[src/inc/lpw_pkg.sv]
/*
 * constants, vector table and carrier type of the low-power wake-up
 * controller; assumes an APB slave at 32-bit data, 12-bit address
 */
package lpw_pkg;

    // register byte offsets
    localparam logic [11:0] ADDR_CTRL = 12'h000;
    localparam logic [11:0] ADDR_TICK = 12'h004;
    localparam logic [11:0] ADDR_STAT = 12'h008;

    // control register fields and reset value
    localparam int CTRL_SHORT_BIT = 0;
    localparam int CTRL_OSC_BIT = 1;
    localparam int CTRL_KPOL_LSB = 8;
    localparam logic [31:0] CTRL_RST = 32'h0000_0000;

    // tick register fields and reset value
    localparam int TICK_EN_BIT = 16;
    localparam logic [31:0] TICK_RST = 32'h0000_00ff;

    // status register fields
    localparam int STAT_IMASK_BIT = 4;
    localparam int STAT_PC_LSB = 16;

    // stop recovery in crystal clock cycles
    localparam int RECOV_LONG_CYC = 4096;
    localparam int RECOV_SHORT_CYC = 32;
    localparam logic [11:0] RECOV_LONG_LD = 12'(RECOV_LONG_CYC - 1);
    localparam logic [11:0] RECOV_SHORT_LD = 12'(RECOV_SHORT_CYC - 1);

    // pin synchroniser layout and idle level
    localparam int PIN_W = 10;
    localparam int PIN_RST = 9;
    localparam int PIN_IRQ = 8;
    localparam logic [9:0] PIN_IDLE = 10'h3ff;

    // wake sources, index 0 has highest priority
    localparam int NSRC = 21;
    localparam int SRC_BRK = 0;
    localparam int SRC_IRQ = 1;
    localparam int SRC_KBD = 14;
    localparam int SRC_TICK = 16;
    localparam logic [15:0] VEC_RESET = 16'hfffe;
    localparam logic [15:0] VEC_TAB [NSRC] = '{
        16'hfffc, 16'hfffa, 16'hfff8, 16'hfff6, 16'hfff4, 16'hfff2,
        16'hfff0, 16'hffee, 16'hffec, 16'hffea, 16'hffe8, 16'hffe6,
        16'hffe4, 16'hffe2, 16'hffe0, 16'hffde, 16'hffdc, 16'hffd2,
        16'hffd0, 16'hffce, 16'hffcc};

    // sources that may end stop mode
    localparam logic [20:0] STOP_WAKE = 21'h01_4003;

    // peripheral interrupt requests, levels
    typedef struct packed {
        logic [3:0] t2_hi; // timer two ch5, ch4, ch3, ch2
        logic adc;         // conversion complete
        logic kbd;         // keypad unit request
        logic [2:0] serial; // tx, rx, rx error
        logic [1:0] spi;   // tx, rx
        logic [2:0] t2_lo; // timer two ovf, ch1, ch0
        logic [2:0] t1;    // timer one ovf, ch1, ch0
        logic clk_gen;     // clock generator
        logic brk;         // break
    } lpw_irq_t;

endpackage : lpw_pkg

[src/rtl/lpw_wakeup_ctrl.sv]
/*
 * wake-up and recovery controller for wait and stop modes, with
 * periodic tick unit, vector fetch and stop recovery counter;
 * assumes the cpu pulses the mode requests, a byte rom answering
 * one cycle after its address, and pclk as the crystal clock
 */
// Behaviour
// - tick runs in wait, register blocked
// - tick runs in stop only with oscillator
// - tick register blocked in stop
// - reset pin ends low power, reset vector
// - irq pin falling edge wakes, irq vector
// - break wakes in emulation, break vector
// - watchdog timeout in wait resets
// - undervoltage reset ends low power
// - clock generator request ends wait
// - keypad request ends wait
// - timer one requests end wait
// - timer two requests end wait
// - spi requests end wait
// - serial unit requests end wait
// - adc conversion complete ends wait
// - tick rollover wakes wait or stop
// - keypad polarity picks stop wake edge
// - stop exit holds clocks 4096 cycles
// - short select gives 32 cycles
// - entry clears mask, reset sets it
`timescale 1ns/1ps
module lpw_wakeup_ctrl
    import lpw_pkg::*;
(
    input wire logic pclk,            // bus and crystal clock
    input wire logic presetn,         // async reset, low
    input wire logic psel,            // apb select
    input wire logic penable,         // apb enable
    input wire logic pwrite,          // apb direction
    input wire logic [11:0] paddr,    // apb address
    input wire logic [31:0] pwdata,   // apb write data
    output logic [31:0] prdata,       // apb read data
    output logic pready,              // apb ready
    output logic pslverr,             // apb error
    input wire logic ext_reset_n,     // reset pin
    input wire logic ext_irq_n,       // interrupt pin
    input wire logic [7:0] kbd_pin,   // keypad pins
    input wire logic emu_mode,        // emulation mode
    input wire logic wait_req,        // cpu enters wait
    input wire logic stop_req,        // cpu enters stop
    input wire logic imask_set,       // cpu sets mask
    input wire logic wdog_timeout,    // watchdog timeout
    input wire logic uv_reset,        // undervoltage reset
    input wire lpw_irq_t irq_in,      // peripheral requests
    input wire logic [7:0] mem_data,  // vector rom data
    output logic [15:0] mem_addr,     // vector rom address
    output logic [15:0] pc_value,     // fetched vector
    output logic pc_load,             // load pc, pulse
    output logic sys_rst,             // device reset
    output logic int_mask,            // cpu interrupt mask
    output logic cpu_clk_en,          // cpu clock gate
    output logic sys_clk_en,          // system clock gate
    output logic tick_irq             // tick pending
);

    typedef enum logic [3:0] {
        ST_RUN, ST_WAIT, ST_STOP, ST_RECOVER,
        ST_FETCH_HI, ST_FETCH_LO, ST_LOAD
    } lpw_state_t;

    lpw_state_t st_reg, st_next;
    logic [31:0] ctrl_reg, ctrl_next;
    logic [31:0] tick_reg, tick_next;
    logic [15:0] tcnt_reg, tcnt_next;
    logic tick_flag_reg, tick_flag_next;
    logic [11:0] rc_reg, rc_next;
    logic [15:0] vec_reg, vec_next;
    logic [7:0] hi_reg, hi_next;
    logic [15:0] addr_reg, addr_next;
    logic [15:0] pc_reg, pc_next;
    logic load_reg, load_next;
    logic rst_reg, rst_next;
    logic imask_reg, imask_next;
    logic cpuen_reg, cpuen_next;
    logic sysen_reg, sysen_next;
    logic [PIN_W-1:0] s1_reg, s2_reg, s3_reg;
    logic [PIN_W-1:0] pinf_reg, pinf_next, pinq_reg;
    logic [31:0] rd_reg, rd_next;
    logic rdy_reg, err_reg, err_next;

    // pick highest priority vector among hits
    function automatic logic [15:0] pick_vec(
        input logic [NSRC-1:0] h);
        logic [15:0] v;
        v = VEC_RESET;
        for (int i = NSRC - 1; i >= 0; i--) begin
            if (h[i]) begin
                v = VEC_TAB[i];
            end
        end
        return v;
    endfunction : pick_vec

    // control fields
    wire short_rec = ctrl_reg[CTRL_SHORT_BIT];
    wire osc_run = ctrl_reg[CTRL_OSC_BIT];
    wire [7:0] kpol = ctrl_reg[CTRL_KPOL_LSB+:8];
    wire tick_en = tick_reg[TICK_EN_BIT];
    wire [15:0] tick_per = tick_reg[15:0];

    // mode decode
    wire in_wait = (st_reg == ST_WAIT);
    wire in_stop = (st_reg == ST_STOP);
    wire in_rec = (st_reg == ST_RECOVER);
    wire low_pwr = in_wait | in_stop | in_rec;

    // pin edges from the filtered levels
    wire [PIN_W-1:0] agree = ~(s2_reg ^ s3_reg);
    wire [7:0] k_rise = pinf_reg[7:0] & ~pinq_reg[7:0];
    wire [7:0] k_fall = ~pinf_reg[7:0] & pinq_reg[7:0];
    wire kpin_hit = |((kpol & k_rise) | (~kpol & k_fall));
    wire irq_fall = pinq_reg[PIN_IRQ] & ~pinf_reg[PIN_IRQ];
    wire rst_pin = ~pinf_reg[PIN_RST];

    // reset sources; watchdog has no clock in stop
    wire wdog_hit = wdog_timeout & ~in_stop;
    wire rst_src = rst_pin | uv_reset | wdog_hit;

    // wake source vector in priority order
    wire kbd_req = irq_in.kbd | (in_stop & kpin_hit);
    wire brk_req = irq_in.brk & emu_mode;
    wire [NSRC-1:0] src = {irq_in.t2_hi, tick_flag_reg,
        irq_in.adc, kbd_req, irq_in.serial, irq_in.spi,
        irq_in.t2_lo, irq_in.t1, irq_in.clk_gen,
        irq_fall, brk_req};
    wire [NSRC-1:0] stop_src = src & STOP_WAKE;
    wire wake_w = |src;
    wire wake_s = |stop_src;
    wire [15:0] wake_vec = pick_vec(in_stop ? stop_src : src);

    // tick counter runs unless stop stopped the oscillator
    wire tick_run = tick_en & (osc_run | ~(in_stop | in_rec));
    wire tick_roll = tick_run & (tcnt_reg == tick_per);
    wire tick_ack = (st_next == ST_FETCH_HI) & ~rst_src
        & (vec_next == VEC_TAB[SRC_TICK]);

    // apb decode
    wire setup = psel & ~penable;
    wire acc_wr = psel & penable & rdy_reg & pwrite & ~err_reg;
    wire hit_ctrl = (paddr == ADDR_CTRL);
    wire hit_tick = (paddr == ADDR_TICK);
    wire hit_stat = (paddr == ADDR_STAT);
    wire tick_blk = hit_tick & low_pwr;
    wire bad_addr = ~(hit_ctrl | hit_tick | hit_stat);
    wire bad = bad_addr | tick_blk | (hit_stat & pwrite);
    wire [31:0] stat_val = {pc_reg, 11'h000, imask_reg, st_reg};
    wire [31:0] rd_val = hit_ctrl ? ctrl_reg
        : hit_tick ? tick_reg
        : hit_stat ? stat_val : 32'h0000_0000;

    // apb answer, one access cycle, error on refusal
    assign rd_next = (setup & ~pwrite & ~bad) ? rd_val
        : 32'h0000_0000;
    assign err_next = setup & bad;
    assign ctrl_next = (acc_wr & hit_ctrl) ? pwdata : ctrl_reg;
    assign tick_next = (acc_wr & hit_tick) ? pwdata : tick_reg;

    // tick count and sticky rollover flag, set wins
    assign tcnt_next = ~tick_run ? tcnt_reg
        : tick_roll ? 16'h0000 : 16'(tcnt_reg + 16'h0001);
    assign tick_flag_next = tick_roll
        | (tick_flag_reg & ~tick_ack & ~rst_src);

    // filtered pins follow once stages two and three agree
    assign pinf_next = (agree & s3_reg) | (~agree & pinf_reg);

    // mode sequencing
    always_comb begin
        st_next = st_reg;
        vec_next = vec_reg;
        rc_next = rc_reg;
        imask_next = imask_reg | imask_set;
        unique case (st_reg)
            ST_RUN: begin
                if (stop_req) begin
                    st_next = ST_STOP;
                    imask_next = 1'b0;
                end else if (wait_req) begin
                    st_next = ST_WAIT;
                    imask_next = 1'b0;
                end
            end
            ST_WAIT: begin
                if (wake_w) begin
                    st_next = ST_FETCH_HI;
                    vec_next = wake_vec;
                end
            end
            ST_STOP: begin
                if (wake_s) begin
                    st_next = ST_RECOVER;
                    vec_next = wake_vec;
                end
            end
            ST_RECOVER: begin
                rc_next = 12'(rc_reg - 12'h001);
                if (rc_reg == 12'h000) begin
                    st_next = ST_FETCH_HI;
                end
            end
            ST_FETCH_HI: st_next = ST_FETCH_LO;
            ST_FETCH_LO: st_next = ST_LOAD;
            ST_LOAD: st_next = ST_RUN;
        endcase
        // every stop exit runs the recovery count
        if (in_stop & (wake_s | rst_src)) begin
            rc_next = short_rec ? RECOV_SHORT_LD
                : RECOV_LONG_LD;
        end
        // reset sources override any other event
        if (rst_src) begin
            vec_next = VEC_RESET;
            imask_next = 1'b1;
            if (in_stop) begin
                st_next = ST_RECOVER;
            end else if (~in_rec) begin
                st_next = ST_FETCH_HI;
            end
        end
    end

    // vector fetch, high byte from the lower location
    // a held reset source keeps the fetch on the vector itself
    wire step_lo = (st_reg == ST_FETCH_HI) & (st_next == ST_FETCH_LO);
    assign addr_next = step_lo ? 16'(vec_reg + 16'h0001) : vec_next;
    assign hi_next = (st_reg == ST_FETCH_LO) ? mem_data : hi_reg;
    assign pc_next = (st_reg == ST_LOAD) ? {hi_reg, mem_data}
        : pc_reg;
    assign load_next = (st_reg == ST_LOAD);
    assign rst_next = rst_src;

    // clock gates follow the next mode
    assign cpuen_next = ~(st_next == ST_WAIT | st_next == ST_STOP
        | st_next == ST_RECOVER);
    assign sysen_next = ~(st_next == ST_STOP
        | st_next == ST_RECOVER);

    // pin synchroniser
    always_ff @(posedge pclk or negedge presetn) begin
        if (!presetn) begin
            s1_reg <= PIN_IDLE;
            s2_reg <= PIN_IDLE;
            s3_reg <= PIN_IDLE;
            pinf_reg <= PIN_IDLE;
            pinq_reg <= PIN_IDLE;
        end else begin
            s1_reg <= {ext_reset_n, ext_irq_n, kbd_pin};
            s2_reg <= s1_reg;
            s3_reg <= s2_reg;
            pinf_reg <= pinf_next;
            pinq_reg <= pinf_reg;
        end
    end

    // apb registers
    always_ff @(posedge pclk or negedge presetn) begin
        if (!presetn) begin
            ctrl_reg <= CTRL_RST;
            tick_reg <= TICK_RST;
            rd_reg <= 32'h0000_0000;
            rdy_reg <= 1'b0;
            err_reg <= 1'b0;
        end else begin
            ctrl_reg <= ctrl_next;
            tick_reg <= tick_next;
            rd_reg <= rd_next;
            rdy_reg <= setup;
            err_reg <= err_next;
        end
    end

    // tick unit
    always_ff @(posedge pclk or negedge presetn) begin
        if (!presetn) begin
            tcnt_reg <= 16'h0000;
            tick_flag_reg <= 1'b0;
        end else begin
            tcnt_reg <= tcnt_next;
            tick_flag_reg <= tick_flag_next;
        end
    end

    // sequencer state
    always_ff @(posedge pclk or negedge presetn) begin
        if (!presetn) begin
            st_reg <= ST_RUN;
            vec_reg <= VEC_RESET;
            rc_reg <= 12'h000;
            imask_reg <= 1'b1;
        end else begin
            st_reg <= st_next;
            vec_reg <= vec_next;
            rc_reg <= rc_next;
            imask_reg <= imask_next;
        end
    end

    // fetch and output registers
    always_ff @(posedge pclk or negedge presetn) begin
        if (!presetn) begin
            addr_reg <= VEC_RESET;
            hi_reg <= 8'h00;
            pc_reg <= 16'h0000;
            load_reg <= 1'b0;
            rst_reg <= 1'b0;
            cpuen_reg <= 1'b1;
            sysen_reg <= 1'b1;
        end else begin
            addr_reg <= addr_next;
            hi_reg <= hi_next;
            pc_reg <= pc_next;
            load_reg <= load_next;
            rst_reg <= rst_next;
            cpuen_reg <= cpuen_next;
            sysen_reg <= sysen_next;
        end
    end

    // outputs
    assign prdata = rd_reg;
    assign pready = rdy_reg;
    assign pslverr = err_reg;
    assign mem_addr = addr_reg;
    assign pc_value = pc_reg;
    assign pc_load = load_reg;
    assign sys_rst = rst_reg;
    assign int_mask = imask_reg;
    assign cpu_clk_en = cpuen_reg;
    assign sys_clk_en = sysen_reg;
    assign tick_irq = tick_flag_reg;
endmodule : lpw_wakeup_ctrl

[config.mk]
export PLATFORM = sky130hd
export DESIGN_NAME = lpw_wakeup_ctrl
export DESIGN_NICKNAME = d
export VERILOG_FILES = /design/src/inc/lpw_pkg.sv /design/src/rtl/lpw_wakeup_ctrl.sv
export SDC_FILE = /design/constraint.sdc
export NUM_CORES = 1
export LEC_CHECK = 0
export BUFFER_PORTS_ARGS = -buffer_cell sky130_fd_sc_hd__buf_2
export CAP_MARGIN = 15
export CELL_PAD_IN_SITES_DETAIL_PLACEMENT = 0
export CELL_PAD_IN_SITES_GLOBAL_PLACEMENT = 1
export CORE_UTILIZATION = 40
export CTS_BUF_LIST = sky130_fd_sc_hd__clkbuf_4 sky130_fd_sc_hd__clkbuf_8
export DETAILED_ROUTE_END_ITERATION = 6
export PLACE_DENSITY_LB_ADDON = 0.1
export SLEW_MARGIN = 0
export SYNTH_ARGS = -nofsm -noshare
export SYNTH_HDL_FRONTEND = slang
export SYNTH_SLANG_ARGS = --single-unit
[constraint.sdc]
create_clock -name pclk -period 4.8 [get_ports pclk]
set_clock_uncertainty 0.15 [all_clocks]
set_input_delay 0.24 -clock pclk [delete_from_list [all_inputs] [get_ports pclk]]
set_output_delay 0.24 -clock pclk [all_outputs]
set_load 0.01 [all_outputs]
==> results.toml <==
[status]
status = "completed"

[run]
maxCapViolCount = 0

[grt]
gr-usage-met2 = 0.3161
grt_pass1_wl_um = 40650
grt_use_total = 0.1957
top_usage_layer = "met2"
grtUsageMet1 = 0.2648
grt_overflow = 0
grt_max_degree = 115
grt_antenna_before_repair = 3
grt_pass1_vias = 7567
use_met3 = 0.04063

[floorplanning]
io_pins = 164
dieArea_um2 = 26630
die_h_um = 163.2
std_cell_rows = 58
fp.dieW_um = 163.2
core_area_um2 = 25330
initial_core_util = 0.4103

[sta]
report.final.slew_viol_count = 0
tightest_slew_ns = 1.145
tns_ns = 0
fin_ws_ns = 1.726
max_slew_margin = 0.2356
setup_viol = 0
max_freq_mhz = 325.3
rsz0062_at_grt = "false"
min_period_ns = 3.074
fin_crit_sh = 0.6405
hold_viol_final = 0

[clock_network]
cts_tree = "yes"
clk_latency_ns = 0.55
clockBufferDepth = 3
clockRootBuffer = "clkbuf_8"
cts_sinks = 241
cts.clk_slew.worst_paths_ns = 0.07
cts.htree.levels = 2
cts_setup_buffers = 0
holdBufCountCts = 60
cts_made_buffers = 43
cts_resized = 0

[synth]
synth.distinct_cells = 62
ys.flop_type = "dfrtp_1"
seq_area_frac_synth = 0.5911
avgSynthCellArea_um2 = 11.69
syn_area_um2 = 10390
async_flop_share = 1.000
synth.net_count = 984
syn_inst = 889
synth_edf_count = 0
yosysWarnings = 0
synth.ff_latch_count = 241

[setup_path]
path_class = "reg -> reg"
cp_data_arrival_time_ns = 3.37
worst_ep_required_time_ns = 5.10
cp_max_fo = 15
regToRegStartpoint = "st_reg[2]"
startpoint_type = "flip-flop"
endpoint_kind = "flip-flop"
critPathLaunch = "st_reg[2]"

[hold_path]
min_from = "paddr[0]"
hold_class = "in -> reg"

[route]
wl_per_cell_um = 16.96
ant_nets = 0
wl_um = 25390
drc = 0
drtIter0Drc = 330
route.vias.total = 7420
drt-pass1-iter-count = 4
avgViaCountPerCell = 4.957

[power_and_ir_drop]
vdd_drop_max_uv = 195.3
power.density_nw_per_um2 = 347.3
p_leak_uw = 0.006007

[final_layout]
fill_cells = 2357
nets = 1226
areaGrowthSynthToFinish_pct = 26.05
drive_gt1_frac = 0.3914

[placed_design]
gp_congestion = 0.8762
dp_slack_ns = 1.690
dp.final_hpwl_um = 16960
io_buffers = 163
-- cell usage in the layout, fill, tap and decap left out, drive strengths merged, types with 33 or more instances in the layout --
cell type,n
nand2,42
dfstp,90
mux2,88
buf,172
dlygate4sd3,60
a21oi,64
clkbuf,69
dfrtp,151
nor2,122
mux2i,33
-- synthesized netlist by cell type (16+ instances only) --
library cell | count | area (um2)
a21oi_1 | 63 | 315.3
clkbuf_1 | 20 | 75.07
dfrtp_1 | 151 | 3779
dfstp_2 | 90 | 2365
inv_1 | 16 | 60.06
mux2_2 | 83 | 934.7
mux2i_1 | 33 | 330.3
nand2_1 | 42 | 157.7
nand3_1 | 16 | 80.08
nor2_1 | 122 | 457.9
o21ai_0 | 21 | 105.1
xor2_1 | 26 | 227.7
-- metal layers --
layer | up-vias | wire, um
met3 | 41 | 1224
li1 | 3605 | -
met1 | 3593 | 11920
met4 | 2 | 417
met5 | - | 10
met2 | 179 | 11820
-- critical path, cell delays in order (launching register included) --
cell	delay, ns
dfrtp_1	0.50
or2_1	0.33
or2_4	0.34
a21oi_4	0.26
inv_2	0.12
or4_1	0.78
nor3_2	0.38
a31oi_1	0.13
-- cells by family (layout without fill, tap and decap cells) --
group / count (synthesis) / after routing / share of synthesized area
AOI/OAI and AO/OA: 134 / 134 / 0.07741
xor gates and xnor gates: 39 / 39 / 0.03287
adders and majority gates: 13 / 13 / 0.01324
buffers and inverters: 52 / 328 / 0.02023
DFF: 241 / 241 / 0.5911
muxes: 121 / 121 / 0.1271
other: 0 / 2 / 0
and+or+nand+nor: 289 / 289 / 0.1380
-- power by group --
part | total (uW) | internal (uW) | leakage [uW] | switching (uW)
Sequential | 2200 | 2140 | 0.00294 | 57.1
Clock | 1990 | 1160 | 0.000491 | 835
Combinational | 355 | 170 | 0.00258 | 185
-- worst paths after layout --
path / cells after the start / endpoint / slack [ns]
setup / recovery: 7 / mem_addr[12] / 1.73
hold / removal: 5 / pslverr / 0.04
setup reg to reg: 7 / mem_addr[12] / 1.73
hold reg to reg: 0 / s2_reg[2] / 0.20
max in group asynchronous: 3 / tcnt_reg[1] / 3.11
min in group asynchronous: 2 / rc_reg[7] / 0.22
-- through the flow --
stage                     power, uW  cell area, um2  instances  hold WS (ns)  utilization
after floorplan                2374           10390        889       -0.2056            -
after global placement         2555           11580       1356        0.1946       0.4571
after global routing           4755           13100       1496       0.02963       0.5171
after CTS                      4619           13100       1495      0.009816       0.5170
final                          4549           13100       1497       0.03874       0.5172
after detailed placement       2559           11580       1356        0.1961       0.4571
-- layout make-up --
type,count,area (um2),area share
flip-flops and latches,241,6143,0.4690
multi-input cells,596,4051,0.3093
repair buffers,232,1506,0.1150
clock buffers,69,830.8,0.06342
well taps,330,412.9,0.03152
clock inverters,10,86.33,0.006590
inverters,17,63.81,0.004871
diodes,2,5.005,0.0003820
No activity file was read; power rests on OpenSTA's default activity.
